==> src/hdl/iolc_defs.svh <==
// register offsets, widths and reset values of the i/o line controller
`ifndef IOLC_DEFS_SVH
`define IOLC_DEFS_SVH

// ----------------------------------------
// geometry
// ----------------------------------------
`define IOLC_LINES       32
`define IOLC_AW          8

// ----------------------------------------
// byte offsets
// ----------------------------------------
`define IOLC_OFS_CODR    8'h34
`define IOLC_OFS_ODSR    8'h38
`define IOLC_OFS_PDSR    8'h3c
`define IOLC_OFS_IER     8'h40
`define IOLC_OFS_IDR     8'h44
`define IOLC_OFS_IMR     8'h48
`define IOLC_OFS_ISR     8'h4c
`define IOLC_OFS_MDER    8'h50
`define IOLC_OFS_MDDR    8'h54
`define IOLC_OFS_MDSR    8'h58
`define IOLC_OFS_PUDR    8'h60
`define IOLC_OFS_PUER    8'h64
`define IOLC_OFS_PUSR    8'h68
`define IOLC_OFS_ASR     8'h70
`define IOLC_OFS_BSR     8'h74
`define IOLC_OFS_ABSR    8'h78
`define IOLC_OFS_OWSR    8'ha8

// ----------------------------------------
// reset values
// ----------------------------------------
`define IOLC_RST_ZERO    32'h0000_0000

`endif

==> src/hdl/iolc_pkg.sv <==
// types shared by the i/o line controller files
package iolc_pkg;
  typedef logic [31:0] iolc_word_t;
  typedef enum logic [1:0] {IOLC_IDLE, IOLC_ACK} iolc_bus_e;
endpackage : iolc_pkg

==> src/hdl/iolc_sync.sv <==
// three-stage pin synchroniser with second/third agreement
`timescale 1ns/1ps
module iolc_sync
(
  input  wire logic clk_i,
  input  wire logic rst_i,
  input  wire logic ce_i,
  input  wire logic d_i,
  output logic      q_o
);
  logic s1_r;
  logic s2_r;
  logic s3_r;

  // ----------------------------------------
  // stages
  // ----------------------------------------
  // first stage is read only by the second one
  always_ff @(posedge clk_i)
  begin
    if (ce_i)
    begin
      s1_r <= d_i;
      s2_r <= s1_r;
      s3_r <= s2_r;
    end
  end

  // ----------------------------------------
  // agreed level
  // ----------------------------------------
  // level follows the pin even through reset; no constant reset value
  always_ff @(posedge clk_i)
  begin
    if (ce_i && (s2_r == s3_r))
    begin
      q_o <= s3_r;
    end
  end
endmodule : iolc_sync

==> src/hdl/iolc_pad.sv <==
// one pad driver: push-pull or open-drain output stage
`timescale 1ns/1ps
module iolc_pad
(
  input  wire logic clk_i,
  input  wire logic rst_i,
  input  wire logic ce_i,
  input  wire logic val_i,
  input  wire logic drive_i,
  input  wire logic odrain_i,
  output logic      out_o,
  output logic      oe_o
);
  // ----------------------------------------
  // output stage
  // ----------------------------------------
  always_ff @(posedge clk_i)
  begin
    if (rst_i)
    begin
      out_o <= 1'b0;
      oe_o  <= 1'b0;
    end
    else if (ce_i)
    begin
      // open drain only pulls low, releases for high
      out_o <= odrain_i ? 1'b0 : val_i;
      oe_o  <= drive_i & (~odrain_i | ~val_i);
    end
  end
endmodule : iolc_pad

==> src/hdl/iolc_top.sv <==
// i/o line controller: output data, pin status, change irq, drive mode
//
// Decided for this implementation: the Wishbone slave port and the placing of the registers.
`timescale 1ns/1ps
`include "iolc_defs.svh"
module iolc_top
(
  input  wire logic        clk_i,
  input  wire logic        rst_i,
  input  wire logic        ce_i,
  input  wire logic        wb_cyc_i,
  input  wire logic        wb_stb_i,
  input  wire logic        wb_we_i,
  input  wire logic [7:0]  wb_adr_i,
  input  wire logic [3:0]  wb_sel_i,
  input  wire logic [31:0] wb_dat_i,
  output logic      [31:0] wb_dat_o,
  output logic             wb_ack_o,
  output logic             wb_err_o,
  input  wire logic [31:0] pin_i,
  output logic      [31:0] pin_o,
  output logic      [31:0] pin_oe_o,
  input  wire logic [31:0] line_drive_en_i,
  input  wire logic [31:0] line_write_perm_i,
  input  wire logic [31:0] set_output_data_i,
  output logic      [31:0] pullup_en_o,
  output logic      [31:0] func_b_sel_o,
  output logic      [31:0] change_irq_o
);
  iolc_pkg::iolc_word_t output_data_status_r;
  iolc_pkg::iolc_word_t change_irq_mask_r;
  iolc_pkg::iolc_word_t change_irq_status_r;
  iolc_pkg::iolc_word_t open_drain_status_r;
  iolc_pkg::iolc_word_t pullup_off_r;
  iolc_pkg::iolc_word_t func_b_r;
  iolc_pkg::iolc_word_t pin_level;
  iolc_pkg::iolc_word_t pin_prev_r;
  iolc_pkg::iolc_word_t pin_change;
  iolc_pkg::iolc_word_t wmask;
  iolc_pkg::iolc_word_t wdata;
  iolc_pkg::iolc_word_t rd_nxt;
  iolc_pkg::iolc_word_t ods_set;
  iolc_pkg::iolc_word_t ods_wen;
  iolc_pkg::iolc_bus_e  bus_r;
  logic                 req;
  logic                 wr_go;
  logic                 rd_go;
  logic                 hit;
  logic                 irq_any;

  // ----------------------------------------
  // per-line synchroniser and pad
  // ----------------------------------------
  genvar g;
  generate
    for (g = 0; g < `IOLC_LINES; g = g + 1)
    begin : g_line
      iolc_sync u_sync
      (
        .clk_i (clk_i),
        .rst_i (rst_i),
        .ce_i  (ce_i),
        .d_i   (pin_i[g]),
        .q_o   (pin_level[g])
      );
      iolc_pad u_pad
      (
        .clk_i    (clk_i),
        .rst_i    (rst_i),
        .ce_i     (ce_i),
        .val_i    (output_data_status_r[g]),
        .drive_i  (line_drive_en_i[g]),
        .odrain_i (open_drain_status_r[g]),
        .out_o    (pin_o[g]),
        .oe_o     (pin_oe_o[g])
      );
    end
  endgenerate

  // ----------------------------------------
  // bus handshake
  // ----------------------------------------
  // one wait state: ack one cycle after request, then dropped
  // reads load data with ack; writes land at the edge the master sees ack
  assign req   = wb_cyc_i & wb_stb_i & (bus_r == iolc_pkg::IOLC_IDLE);
  assign wr_go = wb_cyc_i & wb_stb_i & wb_we_i & ce_i & wb_ack_o
               & (bus_r == iolc_pkg::IOLC_ACK);
  assign rd_go = req & ~wb_we_i & ce_i;
  assign wmask = {{8{wb_sel_i[3]}}, {8{wb_sel_i[2]}}, {8{wb_sel_i[1]}}, {8{wb_sel_i[0]}}};
  assign wdata = wb_dat_i & wmask;

  always_ff @(posedge clk_i)
  begin
    if (rst_i)
    begin
      bus_r    <= iolc_pkg::IOLC_IDLE;
      wb_ack_o <= 1'b0;
      wb_err_o <= 1'b0;
    end
    else if (ce_i)
    begin
      case (bus_r)
        iolc_pkg::IOLC_IDLE:
        begin
          if (wb_cyc_i && wb_stb_i)
          begin
            bus_r    <= iolc_pkg::IOLC_ACK;
            wb_ack_o <= hit;
            wb_err_o <= ~hit;
          end
        end
        default:
        begin
          bus_r    <= iolc_pkg::IOLC_IDLE;
          wb_ack_o <= 1'b0;
          wb_err_o <= 1'b0;
        end
      endcase
    end
  end

  // ----------------------------------------
  // read mux
  // ----------------------------------------
  always_comb
  begin
    hit    = 1'b1;
    rd_nxt = `IOLC_RST_ZERO;
    case (wb_adr_i)
      `IOLC_OFS_ODSR: rd_nxt = output_data_status_r;
      `IOLC_OFS_PDSR: rd_nxt = pin_level;
      `IOLC_OFS_IMR:  rd_nxt = change_irq_mask_r;
      `IOLC_OFS_ISR:  rd_nxt = change_irq_status_r;
      `IOLC_OFS_MDSR: rd_nxt = open_drain_status_r;
      `IOLC_OFS_PUSR: rd_nxt = pullup_off_r;
      `IOLC_OFS_ABSR: rd_nxt = func_b_r;
      `IOLC_OFS_OWSR: rd_nxt = line_write_perm_i;
      `IOLC_OFS_CODR, `IOLC_OFS_IER, `IOLC_OFS_IDR, `IOLC_OFS_MDER,
      `IOLC_OFS_MDDR, `IOLC_OFS_PUDR, `IOLC_OFS_PUER, `IOLC_OFS_ASR,
      `IOLC_OFS_BSR:  rd_nxt = `IOLC_RST_ZERO;
      default:        hit = 1'b0;
    endcase
  end

  always_ff @(posedge clk_i)
  begin
    if (rst_i)
    begin
      wb_dat_o <= `IOLC_RST_ZERO;
    end
    // held until the next read; writes leave it alone
    else if (rd_go)
    begin
      wb_dat_o <= rd_nxt;
    end
  end

  // ----------------------------------------
  // output data
  // ----------------------------------------
  // set and clear from the same cycle: clear wins, a later write re-sets
  // a set from the neighbouring logic is never lost on untouched lines
  assign ods_set = output_data_status_r | set_output_data_i;
  assign ods_wen = line_write_perm_i & wmask;

  always_ff @(posedge clk_i)
  begin
    if (rst_i)
    begin
      output_data_status_r <= `IOLC_RST_ZERO;
    end
    else if (ce_i)
    begin
      if (wr_go && wb_adr_i == `IOLC_OFS_ODSR)
      begin
        output_data_status_r <= (ods_set & ~ods_wen)
                              | (wb_dat_i & ods_wen);
      end
      else if (wr_go && wb_adr_i == `IOLC_OFS_CODR)
      begin
        output_data_status_r <= ods_set & ~wdata;
      end
      else
      begin
        output_data_status_r <= ods_set;
      end
    end
  end

  // ----------------------------------------
  // irq mask
  // ----------------------------------------
  always_ff @(posedge clk_i)
  begin
    if (rst_i)
    begin
      change_irq_mask_r <= `IOLC_RST_ZERO;
    end
    else if (wr_go && wb_adr_i == `IOLC_OFS_IER)
    begin
      change_irq_mask_r <= change_irq_mask_r | wdata;
    end
    else if (wr_go && wb_adr_i == `IOLC_OFS_IDR)
    begin
      change_irq_mask_r <= change_irq_mask_r & ~wdata;
    end
  end

  // ----------------------------------------
  // change detection
  // ----------------------------------------
  // no false change after reset: the sampler and its copy keep running through reset
  assign pin_change = pin_level ^ pin_prev_r;

  always_ff @(posedge clk_i)
  begin
    if (ce_i)
    begin
      // no reset: it tracks the sampler, which settles inside the reset hold
      pin_prev_r <= pin_level;
    end
  end

  always_ff @(posedge clk_i)
  begin
    if (rst_i)
    begin
      change_irq_status_r <= `IOLC_RST_ZERO;
    end
    else if (ce_i)
    begin
      // a change in the reading cycle survives the clear
      if (rd_go && wb_adr_i == `IOLC_OFS_ISR)
      begin
        change_irq_status_r <= pin_change;
      end
      else
      begin
        change_irq_status_r <= change_irq_status_r | pin_change;
      end
    end
  end

  // only enabled lines reach the interrupt; status still records all lines
  assign irq_any = |(change_irq_status_r & change_irq_mask_r);

  always_ff @(posedge clk_i)
  begin
    if (rst_i)
    begin
      change_irq_o <= `IOLC_RST_ZERO;
    end
    else if (ce_i)
    begin
      change_irq_o <= {31'h0000_0000, irq_any};
    end
  end

  // ----------------------------------------
  // open drain
  // ----------------------------------------
  always_ff @(posedge clk_i)
  begin
    if (rst_i)
    begin
      open_drain_status_r <= `IOLC_RST_ZERO;
    end
    // each pad reads this to choose low-only drive
    else if (wr_go && wb_adr_i == `IOLC_OFS_MDER)
    begin
      open_drain_status_r <= open_drain_status_r | wdata;
    end
    else if (wr_go && wb_adr_i == `IOLC_OFS_MDDR)
    begin
      open_drain_status_r <= open_drain_status_r & ~wdata;
    end
  end

  // ----------------------------------------
  // pull-up
  // ----------------------------------------
  always_ff @(posedge clk_i)
  begin
    if (rst_i)
    begin
      pullup_off_r <= `IOLC_RST_ZERO;
      pullup_en_o  <= ~`IOLC_RST_ZERO;
    end
    // pad control kept as its own flop so the output stays registered
    else if (wr_go && wb_adr_i == `IOLC_OFS_PUDR)
    begin
      pullup_off_r <= pullup_off_r | wdata;
      pullup_en_o  <= ~(pullup_off_r | wdata);
    end
    else if (wr_go && wb_adr_i == `IOLC_OFS_PUER)
    begin
      pullup_off_r <= pullup_off_r & ~wdata;
      pullup_en_o  <= ~(pullup_off_r & ~wdata);
    end
  end

  // ----------------------------------------
  // peripheral function select
  // ----------------------------------------
  always_ff @(posedge clk_i)
  begin
    if (rst_i)
    begin
      func_b_r     <= `IOLC_RST_ZERO;
      func_b_sel_o <= `IOLC_RST_ZERO;
    end
    // status and select output kept equal; both change only on a write
    else if (wr_go && wb_adr_i == `IOLC_OFS_ASR)
    begin
      func_b_r     <= func_b_r & ~wdata;
      func_b_sel_o <= func_b_r & ~wdata;
    end
    else if (wr_go && wb_adr_i == `IOLC_OFS_BSR)
    begin
      func_b_r     <= func_b_r | wdata;
      func_b_sel_o <= func_b_r | wdata;
    end
  end
endmodule : iolc_top

==> config.mk <==
export PLATFORM = sky130hd
export DESIGN_NAME = iolc_top
export DESIGN_NICKNAME = d
export VERILOG_FILES = /design/src/hdl/iolc_pkg.sv /design/src/hdl/iolc_sync.sv /design/src/hdl/iolc_pad.sv /design/src/hdl/iolc_top.sv
export VERILOG_INCLUDE_DIRS = /design/src /design/src/hdl
export SDC_FILE = /design/constraint.sdc
export NUM_CORES = 1
export LEC_CHECK = 0
export BUFFER_PORTS_ARGS = -buffer_cell sky130_fd_sc_hd__buf_2
export CAP_MARGIN = 20
export CORE_ASPECT_RATIO = 0.9
export CORE_MARGIN = 3
export CORE_UTILIZATION = 30
export CTS_BUF_LIST = sky130_fd_sc_hd__clkbuf_8
export DETAILED_ROUTE_END_ITERATION = 16
export HOLD_SLACK_MARGIN = 0.05
export PLACE_DENSITY_LB_ADDON = 0.1
export SETUP_SLACK_MARGIN = 0.1
export SLEW_MARGIN = 30
export SYNTH_ARGS = -nofsm -noshare
export SYNTH_HDL_FRONTEND = slang
export SYNTH_SLANG_ARGS = --single-unit
==> constraint.sdc <==
create_clock -name clk_i -period 7.1 [get_ports clk_i]
set_input_delay 2.13 -clock clk_i [delete_from_list [all_inputs] [get_ports clk_i]]
set_output_delay 2.13 -clock clk_i [all_outputs]
set_load 0.01 [all_outputs]
==> flow_summary.json <==
{
  "htree_levels": 3,
  "top_layer": "met5",
  "rsz0062_at_grt": "false",
  "grt_use_total": 0.211,
  "cp_slowest_stage_delay_ns": 0.53,
  "netlist.top_cell.by_area": "dfxtp_1",
  "syn_to_final_growth_pct": 15.6,
  "slew_violations": 0,
  "cap_viol_max_count": 0,
  "dr.pass1.iters": 6,
  "slowest_stage": "nand2_1",
  "cts.sinks": 484,
  "route.met2.wl_um": 36700,
  "hold_class": "reg2reg",
  "irDropWorstVdd_mv": 0.105,
  "cts_resized": 0,
  "via_per_inst": 5.32,
  "numPortBuffers": 340,
  "path_buf_inv": 3,
  "yosys_most_used_dff": "dfxtp_1",
  "cp_common_cell": "buf_4",
  "fin_nets": 2711,
  "finalSetupViolCount": 0,
  "root_buffer": "clkbuf_8",
  "gp_congestion": 0.857,
  "min_from": "g_line[19].u_sync.s1_r$_DFFE_PP_",
  "tightest_slew_ns": 0.970,
  "start_util": 0.307,
  "drtIter0Drc": 1839,
  "syn_inst": 2356,
  "path_cells": "buf_8 -> nand3_1 -> nor4b_4 -> buf_4 -> nand2_1 -> buf_4 -> a211oi_1 -> o21ai_1",
  "cts-buffers-inserted": 91,
  "synth.avg_cell_area_um2": 9.42,
  "synth_top_area_frac": 0.292,
  "hold_viol_final": 0,
  "io_pins": 372,
  "p_switching_uw": 1680,
  "intPower_uw": 4520,
  "crit_type": "in2reg",
  "avgRoutedWirePerCell_um": 23.8,
  "worstSetupStartpointType": "primary input",
  "coreArea_mm2": 0.0724,
  "fin_crit_ns": 4.66,
  "critPathArrivalTime_ns": 5.17,
  "ys_warn_count": 0,
  "p_clk_frac": 0.421,
  "yosysUniqueCellTypes": 56,
  "rrSetupSlack_ns": 4.31,
  "dieHeight_um": 264,
  "synth_edf_count": 160,
  "postCtsSetupRepairBufs": 0,
  "routed_wl_um": 84800,
  "grt_pass1_vias": 18000,
  "max_slew_margin": 0.353,
  "fmax_mhz": 215,
  "post-route-period-util": 0.656,
  "critPathMaxFanout": 88,
  "final_core_util": 0.354,
  "ys_ff_latch": 484,
  "seq_power_share": 0.497,
  "final_common_cell": "buf_2",
  "wl_met1_um": 38800,
  "worstSkewPairLatency_ns": 0.69,
  "finalSetupTns_ns": 0,
  "cp_data_required_time_ns": 7.62,
  "met3_length_um": 6720,
  "synthTopCellsByArea": "dfxtp_1 29%, edfxtp_1 22%, a21oi_1 5.3%, nor2_1 5.0%, buf_4 3.6%",
  "outcome": "completed",
  "hold_buffers": 0,
  "num_rows": 93,
  "crit_family": "buffers and inverters",
  "cts_tree": "done",
  "globalRouteOverflowTotal": 0,
  "vias": 18900,
  "clk_pin_slew_ns": 0.06,
  "final_cell_mix": "337 x buf_2, 324 x dfxtp_1, 292 x nor2_1, 233 x a21oi_1, 200 x nand2_1",
  "placed_cell_area_mm2": 0.0239,
  "startpoint": "ce_i",
  "drc": 0,
  "clock_skew_ns": 0.0345,
  "powerDensity_mw_per_mm2": 242,
  "design_area_mm2": 0.0256,
  "ant_nets": 0,
  "hpwlAfterDp_um": 58500,
  "r2r-start": "bus_r[0]$_SDFFE_PP0P_",
  "ys_seq_area_frac": 0.509,
  "switching_share": 0.271,
  "antenna_found_initial": 16,
  "worst_setup_path_end_kind": "flip-flop",
  "drive_above_1_share": 0.208,
  "die_w_um": 293,
  "grt_pass1_wl_um": 123000,
  "syn_area_mm2": 0.0222,
  "grt_max_degree": 97,
  "total_leakage_power_uw": 0.00988,
  "async_flop_share": 0,
  "die_area_mm2": 0.0773,
  "pwr-share-comb": 0.082,
  "clock_path_buffers": 3
}
[stage by stage]
stage / std cells / total power [uW] / setup WS (ns) / hold slack (ns)
2_1_floorplan: 2386 / 3440 / 3.18 / 0.400
3_3_place_gp: 3389 / 3640 / 1.76 / 0.406
3_5_place_dp: 3389 / 3650 / 1.69 / 0.405
4_1_cts: 3552 / 6310 / 2.44 / 0.418
5_1_grt: 3558 / 6500 / 2.29 / 0.427
6_report: 3563 / 6210 / 2.44 / 0.417
[cell usage after synthesis, types with 65 or more instances]
library cell,count
dfxtp_1,324
nor2_1,293
a21oi_1,234
nand2_1,200
clkbuf_1,181
edfxtp_1,160
buf_4,107
a22oi_1,106
o21ai_0,97
nand3_1,68
a311oi_1,66
mux2i_1,65
[power groups by stage]
| stage | Sequential [uW] | Clock [uW] | Combinational (uW) |
|---|---|---|---|
| finish | 3090 | 2610 | 508 |
| global route | 3100 | 2840 | 554 |
| detailed placement | 3150 | 0 | 504 |
| CTS | 3090 | 2720 | 506 |
| global placement | 3140 | 0 | 496 |
| floorplan | 3100 | 0 | 340 |
[path summary, 6_finish.rpt]
path | end | depth (start not counted)
max | pullup_en_o[29]$_SDFFE_PP1P_ | 8
min | g_line[19].u_sync.s2_r$_DFFE_PP_ | 0
min reg2reg | g_line[19].u_sync.s2_r$_DFFE_PP_ | 0
max reg2reg | pullup_en_o[29]$_SDFFE_PP1P_ | 7
[cell families (layout without fill, tap and decap cells)]
logic type      Yosys count  after routing  share of synthesized area
simple gates            669            669                      0.134
buf+inv                 323            540                     0.0747
other cells               1             41                   0.000169
xor+xnor                 64             64                     0.0253
flops                   484            484                      0.509
mux                      96             96                     0.0451
compound gates          719            719                      0.212
[per-layer routing]
layer  vias up  track usage
met1      9187        0.294
met5         -            0
met4        16       0.0741
met2       757        0.313
li1       8821            -
met3       166       0.0571
[cell type report]
class                      instances  area (um2)
clock inverter                    60         298
multi-input combinational       1579        9410
fill                            7493       46700
timing repair buffer             374        2000
antenna                           10        25.0
inverter                           3        13.8
tap                              950        1190
sequential                       484       11300
clock buffer                     103        1420
Power figures use the tool's default switching activity.
